`src/design/bcps_pkg.sv`:
```
package bcps_pkg;
  // clock and time base
  localparam longint CLK_HZ      = 10_000_000;
  localparam longint MS_PER_S    = 1000;
  localparam longint MS_CYC_D    = CLK_HZ / MS_PER_S;
  localparam longint SOFT_MIN    = 5;
  localparam longint QUAL_MIN    = 1;
  localparam longint MS_PER_MIN  = 60_000;
  localparam logic [31:0] SOFT_MS  = 32'(SOFT_MIN * MS_PER_MIN);
  localparam logic [31:0] QUAL_MS  = 32'(QUAL_MIN * MS_PER_MIN);
  localparam longint BEEP_MS     = 200;
  localparam logic [31:0] BEEP_MS_W = 32'(BEEP_MS);
  // pwm: 256 steps per period
  localparam longint PWM_STEPS   = 256;
  localparam longint FAST_PWM_HZ = 250;
  localparam longint SLOW_PWM_DHZ = 1;
  localparam logic [31:0] FAST_TICK_CYC = 32'(CLK_HZ / FAST_PWM_HZ / PWM_STEPS);
  localparam longint SLOW_TICK_D = CLK_HZ * 10 / SLOW_PWM_DHZ / PWM_STEPS;
  // timeout measurement: count in 10 us units
  localparam longint MEAS_US     = 10;
  localparam logic [31:0] MEAS_TICK_CYC = 32'(CLK_HZ / 1_000_000 * MEAS_US);
  localparam logic [31:0] CAP_DISCH_MS  = 32'd5;
  localparam logic [11:0] MEAS_MAX      = 12'hfff;
  localparam longint TO_BASE_MIN = 75;
  localparam logic [31:0] TO_BASE_MS    = 32'(TO_BASE_MIN * MS_PER_MIN);
  localparam logic [31:0] TO_MS_PER_CNT = 32'd27900;
  localparam int     TOP_SHIFT   = 2;
  // sensed comparator bits
  localparam int SN_PRESENT  = 0;
  localparam int SN_GOOD     = 1;
  localparam int SN_NI_MAX   = 2;
  localparam int SN_LI_41    = 3;
  localparam int SN_LI_42    = 4;
  localparam int SN_RESTART  = 5;
  localparam int SN_DROP_CD  = 6;
  localparam int SN_DROP_MH  = 7;
  localparam int SN_CS_LOW   = 8;
  localparam int SN_TEMP_OK  = 9;
  localparam int SN_TEMP_HOT = 10;
  localparam int SN_DISCHGD  = 11;
  localparam int SENSE_W     = 12;
  // synchroniser vector layout
  localparam int SY_DISCHARGE_MAINT_SELECT = 12;
  localparam int SY_BATTERY_TYPE_SELECT = 14;
  localparam int SY_SUPPLY_OR_CELL_SELECT = 16;
  localparam int SY_TOP  = 17;
  localparam int SYNC_W  = 18;
  // tri-level codes
  localparam logic [1:0] TRI_LOW  = 2'h0;
  localparam logic [1:0] TRI_HIGH = 2'h1;
  localparam logic [1:0] TRI_OPEN = 2'h2;
  // register port
  localparam logic [1:0] REG_CTRL   = 2'h0;
  localparam logic [1:0] REG_DUTY   = 2'h1;
  localparam logic [1:0] REG_STATUS = 2'h2;
  localparam logic [1:0] REG_CONFIG = 2'h3;
  localparam int         CTRL_RESTART = 0;
  localparam int         CTRL_TEMPCHK = 1;
  localparam logic [7:0] CTRL_RST  = 8'h02;
  localparam logic [7:0] DUTY_RST  = 8'hff;
  localparam int         MAINT_SHIFT = 4;
  localparam int         REPORT_W    = 16;
  typedef enum logic [1:0] {BT_NICD, BT_NIMH, BT_LION} bcps_batt_t;
  typedef enum logic [3:0] {
    ST_CAP_DISCH, ST_MEASURE, ST_REPORT, ST_IDLE, ST_DISCHARGE,
    ST_NI_SOFT, ST_NI_FAST, ST_NI_TOP, ST_MAINT, ST_LI_QUAL,
    ST_LI_CC, ST_LI_CV, ST_DONE, ST_ERROR
  } bcps_state_t;
endpackage

```
`src/design/bcps_sync_if.sv`:
```
`timescale 1ns/1ns
`default_nettype none
interface bcps_sync_if;
  import bcps_pkg::*;
  logic [SYNC_W-1:0] raw;
  logic [SYNC_W-1:0] clean;
  modport sync_side (input raw, output clean);
  modport user_side (output raw, input clean);
endinterface // bcps_sync_if
`default_nettype wire

```
`src/design/bcps_sync.sv`:
```
`timescale 1ns/1ns
`default_nettype none
module bcps_sync
  import bcps_pkg::*;
(
  input  wire logic       clk_in,
  input  wire logic       rst_in,
  bcps_sync_if.sync_side  sy
);
  logic [SYNC_W-1:0] s1_r;
  logic [SYNC_W-1:0] s2_r;
  logic [SYNC_W-1:0] s3_r;
  logic [SYNC_W-1:0] clean_r;

  // three stages; a bit changes once stages two and three agree
  always_ff @(posedge clk_in) begin
    if (rst_in) begin
      s1_r    <= '0;
      s2_r    <= '0;
      s3_r    <= '0;
      clean_r <= '0;
    end else begin
      s1_r <= sy.raw;
      s2_r <= s1_r;
      s3_r <= s2_r;
      for (int i = 0; i < SYNC_W; i++) begin
        if (s2_r[i] == s3_r[i]) begin
          clean_r[i] <= s3_r[i];
        end
      end
    end
  end

  assign sy.clean = clean_r;
endmodule // bcps_sync
`default_nettype wire

```
`src/design/bcps_top.sv`:
```
`timescale 1ns/1ns
`default_nettype none
module bcps_top
  import bcps_pkg::*;
#(
  parameter logic [31:0] MS_CYC        = 32'(MS_CYC_D),
  parameter logic [31:0] SLOW_TICK_CYC = 32'(SLOW_TICK_D)
) (
  input  wire logic                MCLK_IN,
  input  wire logic                RESET_IN,
  input  wire logic [SENSE_W-1:0]  SENSE_IN,
  input  wire logic [1:0]          DISCHARGE_MAINT_SELECT_IN,
  input  wire logic [1:0]          BATTERY_TYPE_SELECT_IN,
  input  wire logic                SUPPLY_OR_CELL_SELECT_IN,
  input  wire logic                TIMEOUT_RC_SELECT_IN,
  input  wire logic [1:0]          REG_ADDR_IN,
  input  wire logic [7:0]          REG_WDATA_IN,
  input  wire logic                REG_WR_IN,
  input  wire logic                REG_RD_IN,
  output logic [7:0]               REG_RDATA_OUT,
  output logic                     PHASE_INDICATOR_N_OUT,
  output logic                     CHARGE_DISCHARGE_INDICATOR_N_OUT,
  output logic                     START_STOP_ERROR_INDICATOR_N_OUT,
  output logic                     DISCHARGE_DRIVE_OUT,
  output logic                     SELF_MONITOR_OUT,
  output logic                     SELF_MONITOR_OE_N_OUT,
  output logic                     BUZZER_OUT,
  output logic                     CHARGE_CONTROL_OUT
);
  bcps_sync_if sy ();
  bcps_state_t  state_r;
  bcps_batt_t   batt_r;
  logic [1:0]   discharge_maint_select_r;
  logic         supply_or_cell_select_r;
  logic         fast_pwm_r;
  logic [7:0]   ctrl_r;
  logic [7:0]   duty_r;
  logic [31:0]  tick_cnt_r;
  logic         ms_tick;
  logic [31:0]  phase_ms_r;
  logic [31:0]  timeout_ms_r;
  logic [31:0]  meas_div_r;
  logic [11:0]  meas_cnt_r;
  logic [REPORT_W-1:0] report_r;
  logic [4:0]   report_bits_r;
  logic [31:0]  pwm_div_r;
  logic [7:0]   pwm_step_r;
  logic [7:0]   level;
  logic [31:0]  beep_ms_r;
  logic         err_temp_r;
  logic         illegal_r;
  logic [SENSE_W-1:0] sn;
  logic         restart_req;
  logic         is_charging;

  // input synchroniser for pins
  assign sy.raw = {TIMEOUT_RC_SELECT_IN, SUPPLY_OR_CELL_SELECT_IN, BATTERY_TYPE_SELECT_IN,
                   DISCHARGE_MAINT_SELECT_IN, SENSE_IN};
  assign sn     = sy.clean[SENSE_W-1:0];

  bcps_sync u_sync (
    .clk_in (MCLK_IN),
    .rst_in (RESET_IN),
    .sy     (sy.sync_side)
  );

  // current level as a fraction of the fast rate
  function automatic logic [7:0] fifth(input logic [7:0] d);
    logic [15:0] p;
    p = 16'(d) * 16'd51;
    return p[15:8];
  endfunction

  // millisecond time base
  always_ff @(posedge MCLK_IN) begin
    if (RESET_IN) begin
      tick_cnt_r <= '0;
    end else if (tick_cnt_r >= MS_CYC - 32'd1) begin
      tick_cnt_r <= '0;
    end else begin
      tick_cnt_r <= tick_cnt_r + 32'd1;
    end
  end
  assign ms_tick = (tick_cnt_r >= MS_CYC - 32'd1);

  // register port: writes
  always_ff @(posedge MCLK_IN) begin
    if (RESET_IN) begin
      ctrl_r <= CTRL_RST;
      duty_r <= DUTY_RST;
    end else begin
      ctrl_r[CTRL_RESTART] <= 1'b0; // restart is a one-cycle pulse
      if (REG_WR_IN && REG_ADDR_IN == REG_CTRL) begin
        ctrl_r <= REG_WDATA_IN;
      end
      if (REG_WR_IN && REG_ADDR_IN == REG_DUTY) begin
        duty_r <= REG_WDATA_IN;
      end
    end
  end
  assign restart_req = ctrl_r[CTRL_RESTART];

  // register port: read data one cycle after the strobe
  always_ff @(posedge MCLK_IN) begin
    if (RESET_IN) begin
      REG_RDATA_OUT <= '0;
    end else if (REG_RD_IN) begin
      case (REG_ADDR_IN)
        REG_CTRL:   REG_RDATA_OUT <= ctrl_r;
        REG_DUTY:   REG_RDATA_OUT <= duty_r;
        REG_STATUS: REG_RDATA_OUT <= {err_temp_r, 3'h0, 4'(state_r)};
        default:    REG_RDATA_OUT <= {2'h0, fast_pwm_r, supply_or_cell_select_r, discharge_maint_select_r, 2'(batt_r)};
      endcase
    end else begin
      REG_RDATA_OUT <= '0;
    end
  end

  // charge sequencer, one state per phase
  always_ff @(posedge MCLK_IN) begin
    if (RESET_IN) begin
      state_r      <= ST_CAP_DISCH;
      phase_ms_r   <= '0;
      err_temp_r   <= 1'b0;
      illegal_r    <= 1'b0;
    end else begin
      if (ms_tick) begin
        phase_ms_r <= phase_ms_r + 32'd1;
      end
      case (state_r)
        ST_CAP_DISCH: begin
          if (ms_tick && phase_ms_r >= CAP_DISCH_MS) begin
            state_r <= ST_MEASURE;
            phase_ms_r <= '0;
          end
        end
        ST_MEASURE: begin
          if (sy.clean[SY_TOP] || meas_cnt_r == MEAS_MAX) begin
            state_r <= ST_REPORT;
          end
        end
        ST_REPORT: begin
          if (ms_tick && report_bits_r == 5'd0) begin
            state_r <= ST_IDLE;
          end
        end
        ST_IDLE: begin
          phase_ms_r <= '0;
          if (sn[SN_PRESENT] && (!ctrl_r[CTRL_TEMPCHK] || sn[SN_TEMP_OK])) begin
            if (batt_r == BT_LION) begin
              state_r <= ST_LI_QUAL;
            end else if (discharge_maint_select_r == TRI_LOW) begin
              state_r <= ST_MAINT;
            end else if (discharge_maint_select_r == TRI_OPEN) begin
              state_r <= ST_DISCHARGE;
            end else begin
              state_r <= ST_NI_SOFT;
            end
          end
        end
        ST_DISCHARGE: begin
          if (!sn[SN_PRESENT]) begin
            state_r <= ST_IDLE;
          end else if (sn[SN_DISCHGD]) begin
            state_r <= ST_NI_SOFT;
            phase_ms_r <= '0;
          end
        end
        ST_NI_SOFT: begin
          if (sn[SN_NI_MAX]) begin
            state_r <= ST_ERROR;
          end else if (ms_tick && phase_ms_r >= SOFT_MS - 32'd1) begin
            state_r <= sn[SN_GOOD] ? ST_NI_FAST : ST_ERROR;
            phase_ms_r <= '0;
          end
        end
        ST_NI_FAST: begin
          if (sn[SN_TEMP_HOT]) begin
            state_r <= ST_ERROR;
            err_temp_r <= 1'b1;
          end else if (sn[SN_NI_MAX] || (ms_tick && phase_ms_r >= timeout_ms_r)) begin
            state_r <= ST_ERROR;
          end else if (batt_r == BT_NICD ? sn[SN_DROP_CD] : sn[SN_DROP_MH]) begin
            state_r <= ST_NI_TOP;
            phase_ms_r <= '0;
          end
        end
        ST_NI_TOP: begin
          if (ms_tick && phase_ms_r >= (timeout_ms_r >> TOP_SHIFT)) begin
            state_r <= ST_MAINT;
            phase_ms_r <= '0;
          end
        end
        ST_LI_QUAL: begin
          if (ms_tick && phase_ms_r >= QUAL_MS - 32'd1) begin
            state_r <= sn[SN_GOOD] ? ST_LI_CC : ST_ERROR;
            phase_ms_r <= '0;
          end
        end
        ST_LI_CC: begin
          if (supply_or_cell_select_r ? sn[SN_LI_42] : sn[SN_LI_41]) begin
            state_r <= ST_LI_CV;
            phase_ms_r <= '0;
          end else if (ms_tick && phase_ms_r >= timeout_ms_r) begin
            state_r <= ST_ERROR;
          end
        end
        ST_LI_CV: begin
          if (sn[SN_CS_LOW]) begin
            state_r <= (discharge_maint_select_r == TRI_OPEN) ? ST_DONE : ST_MAINT;
            phase_ms_r <= '0;
          end else if (ms_tick && phase_ms_r >= timeout_ms_r) begin
            state_r <= ST_ERROR;
          end
        end
        ST_MAINT, ST_DONE: begin
          if (!sn[SN_PRESENT]) begin
            state_r <= ST_IDLE;
          end else if (batt_r == BT_LION && discharge_maint_select_r != TRI_HIGH && sn[SN_RESTART]) begin
            state_r <= ST_LI_CC;
            phase_ms_r <= '0;
          end
        end
        ST_ERROR: begin
          if (!sn[SN_PRESENT] || (err_temp_r && sn[SN_TEMP_OK])) begin
            state_r <= ST_IDLE;
            err_temp_r <= 1'b0;
          end
        end
        default: begin
          illegal_r <= 1'b1;
        end
      endcase
      if (restart_req) begin
        state_r <= ST_IDLE;
      end
    end
  end

  // timeout capacitor measurement and configuration capture
  always_ff @(posedge MCLK_IN) begin
    if (RESET_IN) begin
      meas_div_r   <= '0;
      meas_cnt_r   <= '0;
      batt_r       <= BT_NIMH;
      discharge_maint_select_r       <= TRI_HIGH;
      supply_or_cell_select_r       <= 1'b1;
      fast_pwm_r   <= 1'b1;
      timeout_ms_r <= TO_BASE_MS;
    end else if (state_r == ST_MEASURE) begin
      if (meas_div_r >= MEAS_TICK_CYC - 32'd1) begin
        meas_div_r <= '0;
        meas_cnt_r <= meas_cnt_r + 12'd1;
      end else begin
        meas_div_r <= meas_div_r + 32'd1;
      end
      if (sy.clean[SY_TOP] || meas_cnt_r == MEAS_MAX) begin
        timeout_ms_r <= TO_BASE_MS + 32'(meas_cnt_r) * TO_MS_PER_CNT;
        discharge_maint_select_r <= sy.clean[SY_DISCHARGE_MAINT_SELECT+:2];
        supply_or_cell_select_r <= sy.clean[SY_SUPPLY_OR_CELL_SELECT];
        case (sy.clean[SY_BATTERY_TYPE_SELECT+:2])
          TRI_HIGH: batt_r <= BT_NIMH;
          TRI_LOW:  batt_r <= BT_NICD;
          default:  batt_r <= BT_LION;
        endcase
        fast_pwm_r <= (sy.clean[SY_BATTERY_TYPE_SELECT+:2] == TRI_OPEN) || sy.clean[SY_SUPPLY_OR_CELL_SELECT];
      end
    end
  end

  // serial report shift register on the charge indicator
  always_ff @(posedge MCLK_IN) begin
    if (RESET_IN) begin
      report_r      <= '0;
      report_bits_r <= '0;
    end else if (state_r == ST_MEASURE) begin
      report_r      <= {sy.clean[SY_DISCHARGE_MAINT_SELECT+:2], sy.clean[SY_BATTERY_TYPE_SELECT+:2], sy.clean[SY_SUPPLY_OR_CELL_SELECT], meas_cnt_r[10:0]};
      report_bits_r <= 5'(REPORT_W);
    end else if (state_r == ST_REPORT && ms_tick && report_bits_r != 5'd0) begin
      report_r      <= {report_r[REPORT_W-2:0], 1'b0};
      report_bits_r <= report_bits_r - 5'd1;
    end
  end

  // pwm step counter, fast or slow step rate
  always_ff @(posedge MCLK_IN) begin
    if (RESET_IN) begin
      pwm_div_r  <= '0;
      pwm_step_r <= '0;
    end else if (pwm_div_r >= (fast_pwm_r ? FAST_TICK_CYC : SLOW_TICK_CYC) - 32'd1) begin
      pwm_div_r  <= '0;
      pwm_step_r <= pwm_step_r + 8'd1;
    end else begin
      pwm_div_r  <= pwm_div_r + 32'd1;
    end
  end

  // duty level per phase
  always_comb begin
    case (state_r)
      ST_NI_FAST, ST_LI_CC, ST_LI_CV: level = duty_r;
      ST_NI_SOFT, ST_NI_TOP, ST_LI_QUAL: level = fifth(duty_r);
      ST_MAINT: level = duty_r >> MAINT_SHIFT;
      default: level = 8'h00;
    endcase
  end
  assign is_charging = (level != 8'h00);

  // buzzer beep on start, finish and error
  always_ff @(posedge MCLK_IN) begin
    if (RESET_IN) begin
      beep_ms_r <= '0;
    end else if ((state_r == ST_IDLE && sn[SN_PRESENT]) || (state_r == ST_ERROR && beep_ms_r == 32'd0 && !BUZZER_OUT)
                 || (state_r == ST_LI_CV && sn[SN_CS_LOW]) || (state_r == ST_NI_TOP && ms_tick
                 && phase_ms_r >= (timeout_ms_r >> TOP_SHIFT))) begin
      beep_ms_r <= BEEP_MS_W;
    end else if (ms_tick && beep_ms_r != 32'd0) begin
      beep_ms_r <= beep_ms_r - 32'd1;
    end
  end

  // registered pin outputs
  always_ff @(posedge MCLK_IN) begin
    if (RESET_IN) begin
      PHASE_INDICATOR_N_OUT            <= 1'b1;
      CHARGE_DISCHARGE_INDICATOR_N_OUT <= 1'b1;
      START_STOP_ERROR_INDICATOR_N_OUT <= 1'b1;
      DISCHARGE_DRIVE_OUT              <= 1'b0;
      SELF_MONITOR_OUT                 <= 1'b0;
      SELF_MONITOR_OE_N_OUT            <= 1'b1;
      BUZZER_OUT                       <= 1'b0;
      CHARGE_CONTROL_OUT               <= 1'b0;
    end else begin
      // low while the timeout capacitor is held discharged, then phase display
      PHASE_INDICATOR_N_OUT <= !((state_r == ST_CAP_DISCH) || state_r == ST_NI_FAST
                                 || state_r == ST_LI_CC || state_r == ST_LI_CV
                                 || ((state_r == ST_NI_TOP || state_r == ST_MAINT)
                                     && phase_ms_r[9]));
      CHARGE_DISCHARGE_INDICATOR_N_OUT <= (state_r == ST_REPORT) ? !report_r[REPORT_W-1]
                                        : !(is_charging || state_r == ST_DISCHARGE);
      START_STOP_ERROR_INDICATOR_N_OUT <= !(state_r == ST_ERROR || state_r == ST_DONE
                                           || state_r == ST_NI_SOFT || state_r == ST_LI_QUAL);
      DISCHARGE_DRIVE_OUT   <= (state_r == ST_DISCHARGE);
      SELF_MONITOR_OUT      <= 1'b0;
      SELF_MONITOR_OE_N_OUT <= !illegal_r;
      BUZZER_OUT            <= (beep_ms_r != 32'd0);
      CHARGE_CONTROL_OUT    <= is_charging && (pwm_step_r < level || level == 8'hff);
    end
  end
endmodule // bcps_top
`default_nettype wire

```
`config.mk`:
```
export PLATFORM = sky130hd
export DESIGN_NAME = bcps_top
export DESIGN_NICKNAME = d
export VERILOG_FILES = /design/src/design/bcps_pkg.sv /design/src/design/bcps_sync_if.sv /design/src/design/bcps_sync.sv /design/src/design/bcps_top.sv
export SDC_FILE = /design/constraint.sdc
export NUM_CORES = 1
export LEC_CHECK = 0
export ABC_AREA = 1
export BUFFER_PORTS_ARGS = -buffer_cell sky130_fd_sc_hd__buf_2
export CAP_MARGIN = 0
export CORE_MARGIN = 8
export CORE_UTILIZATION = 25
export CTS_BUF_LIST = sky130_fd_sc_hd__clkbuf_8 sky130_fd_sc_hd__clkbuf_16
export CTS_CLUSTER_DIAMETER = 60
export CTS_CLUSTER_SIZE = 25
export DETAILED_ROUTE_END_ITERATION = 16
export PLACE_DENSITY = 0.46
export SYNTH_ARGS = -nofsm -noshare
export SYNTH_HDL_FRONTEND = slang
export SYNTH_HIERARCHICAL = 1
export SYNTH_SLANG_ARGS = --single-unit
```
`constraint.sdc`:
```
create_clock -name MCLK_IN -period 6 [get_ports MCLK_IN]
set_input_delay 1.2 -clock MCLK_IN [delete_from_list [all_inputs] [get_ports MCLK_IN]]
set_output_delay 1.2 -clock MCLK_IN [all_outputs]
set_load 0.01 [all_outputs]
```
==> flow_metrics.tcl <==
set metrics [dict create \
    status "finished, final reports clean" \
    drt_pass1_iterations 5 \
    place_hpwl_microns 43000 \
    rows 107 \
    crit_path_max_fanout 7 \
    hold_buffers 0 \
    totalWireLength_microns 54900 \
    slew_headroom 0.432 \
    antenna_found_initial 1 \
    setup_viol 0 \
    syn2layout_area_growth_pct 13.6 \
    crit_type "register to register" \
    path_delay_family "adder cells" \
    vias_per_cell 4.26 \
    grt_overflow 0 \
    synth_seq_cells 342 \
    holdWs_ps 394 \
    worstPathRequired_ps 6460 \
    tightest_slew_ps 850 \
    p_sw_frac 0.358 \
    yosys.area.top_type "dfxtp_1" \
    clock.fmax_ghz 0.184 \
    nNetsFinal 3277 \
    yosys.area_share.simple 0.276 \
    ir_worst_vdd_mv 0.197 \
    coreArea_sq_um 84900 \
    path_buf_inv 6 \
    cts_root_buf "clkbuf_16" \
    grt_pass1_wl_microns 91400 \
    drc 0 \
    post_drt_wl_per_cell_microns 13.2 \
    ys_seq_area_frac 0.321 \
    synth-compound-area-share 0.0950 \
    skew_ps 49.0 \
    die_w_microns 308 \
    cts_sinks 342 \
    yosys.cell_count.top_type "nand2_1" \
    via_count 17700 \
    muxShareOfSynthArea 0 \
    p_int_mw 4.48 \
    combinationalPowerShare 0.266 \
    ios 48 \
    syn-instance-count 2919 \
    p_leak_nw 11.4 \
    initial_core_util 0.251 \
    yosysWarnings 6 \
    critPathMaxStageDelay_ps 630 \
    power.switching_mw 2.50 \
    slew_viol_final 0 \
    multiInputGateArea_sq_um 12200 \
    worst_path_max_delay_cell "fa_2" \
    synth_top_area_frac 0.321 \
    io_buffer_count 46 \
    yosys-top-cells-area "dfxtp_1 32%, ha_1 11%, nand2_1 9.6%, inv_1 9.3%, nor2_1 6.6%" \
    die_h_microns 308 \
    cts_max_path_buffers 3 \
    synth.distinct_cells 67 \
    clk_latency_ps 570 \
    clk_pin_slew_ps 90 \
    grt_max_degree 43 \
    ant_nets 0 \
    place_area_sq_um 22900 \
    hold_class "register to register" \
    htreeDepth 2 \
    grt_pass1_vias 17500 \
    hold_viol 0 \
    mappedNetlistArea_sq_um 21300 \
    drtIter0Drc 981 \
    synth.cells.most_frequent "547 x nand2_1, 527 x inv_1, 372 x nor2_1" \
    power_density_nw_per_um2 288 \
    r2r_slack_ps 560 \
    place_congestion 0.849 \
    cap_violations 0 \
    grt_setup_unrepaired "no" \
    seq_power_share 0.375 \
    synth_flop_cell "dfxtp_1" \
    fin_crit_sh 0.906 \
    synthAdderAreaFrac 0.173 \
    cts_tree "done" \
    antennaDiodeCount 0 \
    dieArea_sq_um 94800 \
    fillCellCount 9292 \
    numCtsBuffers 36 \
    arrival_ps 5900 \
    grt_util_all_layers 0.116 \
    synthXorXnorAreaFrac 0.0238 \
    synthArstFlopShare 0 \
    syn_avg_cell_area_sq_um 7.30 \
    layout_min_cycle_time_ps 5440 \
    start_kind "register" \
    synth_top_family_by_area "simple AND/OR/NAND/NOR gates" \
    worst_path_most_repeated_cell "nand2_1" \
    final_layout_size_suffix_gt1_frac 0.0773 \
    clockPowerShare 0.359 \
    critPathCaptureType "register" \
    fin_area_sq_um 24200 \
    synth_edf_count 0 \
    tns_ps 0 \
    seq_area_sq_um 6850 \
]
==> worst min-delay path, stage by stage (launching register included) <==
cell     delay (ps)
dfxtp_1         300
inv_1            40
nor2_1           30
==> logic make-up after synthesis <==
group / count (synthesis)
simple gates: 1315
buf+inv: 595
compound gates: 352
flops: 342
fa+ha+maj: 256
xor+xnor: 58
other cells: 1
==> power by group through the flow <==
stage | logic (mW) | clock network (mW) | registers (mW)
after detailed placement | 1.87 | 0 | 2.67
after global placement | 1.87 | 0 | 2.67
after CTS | 1.88 | 2.61 | 2.62
after floorplan | 1.45 | 0 | 2.62
final | 1.86 | 2.51 | 2.62
after global routing | 2.15 | 2.69 | 2.65
==> final timing paths <==
path,start,endpoint,cells past startpoint
setup reg to reg,meas_cnt_r[6],timeout_ms_r[25],26
setup / recovery,meas_cnt_r[6],timeout_ms_r[25],26
hold reg to reg,u_sync/s1_r[11],u_sync/s2_r[11],2
hold / removal,u_sync/s1_r[11],u_sync/s2_r[11],2
==> flip-flops by register name, indices dropped and copies added (netlist names), 5 cells and up <==
| name | cells |
|---|---|
| REG_RDATA_OUT | 8 |
| beep_ms_r | 32 |
| ctrl_r | 8 |
| duty_r | 8 |
| meas_cnt_r | 12 |
| meas_div_r | 32 |
| phase_ms_r | 32 |
| pwm_div_r | 32 |
| pwm_step_r | 8 |
| report_bits_r | 5 |
| report_r | 16 |
| tick_cnt_r | 32 |
| timeout_ms_r | 26 |
| u_sync/s1_r | 18 |
| u_sync/s2_r | 18 |
| u_sync/s3_r | 18 |
| u_sync/sy.clean | 18 |
==> placed cells by master (no fill, tap or decap), drive strengths merged, types with 24 or more instances in the layout <==
cell / netlist / layout
nand4: 70 / 70
a21oi: 157 / 157
nor4: 24 / 24
clkbuf: 21 / 38
nand3: 138 / 138
inv: 539 / 549
nor3: 80 / 80
nor2: 399 / 399
ha: 192 / 192
buf: 33 / 56
nand2: 562 / 562
o21ai: 119 / 119
conb: 1 / 31
fa: 64 / 64
xor2: 49 / 49
dfxtp: 342 / 342
==> layer usage <==
| metal | track usage | vias to the layer above | wire length, microns |
|---|---|---|---|
| met3 | 0.0160 | 61 | 1660 |
| met5 | 0 | - | 0 |
| met1 | 0.160 | 8001 | 27800 |
| met2 | 0.189 | 206 | 24400 |
| li1 | - | 9457 | - |
| met4 | 0.0293 | 0 | 1050 |
==> cell type report <==
type	instances	area share
Tap cell	1144	0.0591
Clock inverter	27	0.0163
Inverter	541	0.0843
Clock buffer	38	0.0393
Multi-Input combinational cell	2012	0.505
Timing Repair Buffer	56	0.0129
Sequential cell	342	0.283
==> through the flow <==
stage	std cells	util	setup slack [ps]	total power, mW
after global placement	4095	0.269	483	4.54
after CTS	4160	0.285	434	7.11
final	4160	0.285	563	6.98
after detailed placement	4095	0.269	446	4.53
after global routing	4160	0.285	41.6	7.48
after floorplan	2949	-	1020	4.07
==> timing repair <==
action                                  CTS  global route
setup buffers                             0             0
endpoints found under the setup margin    0             2
resized for setup                         0             6
Note: power is estimated with default switching activity, not from simulation.
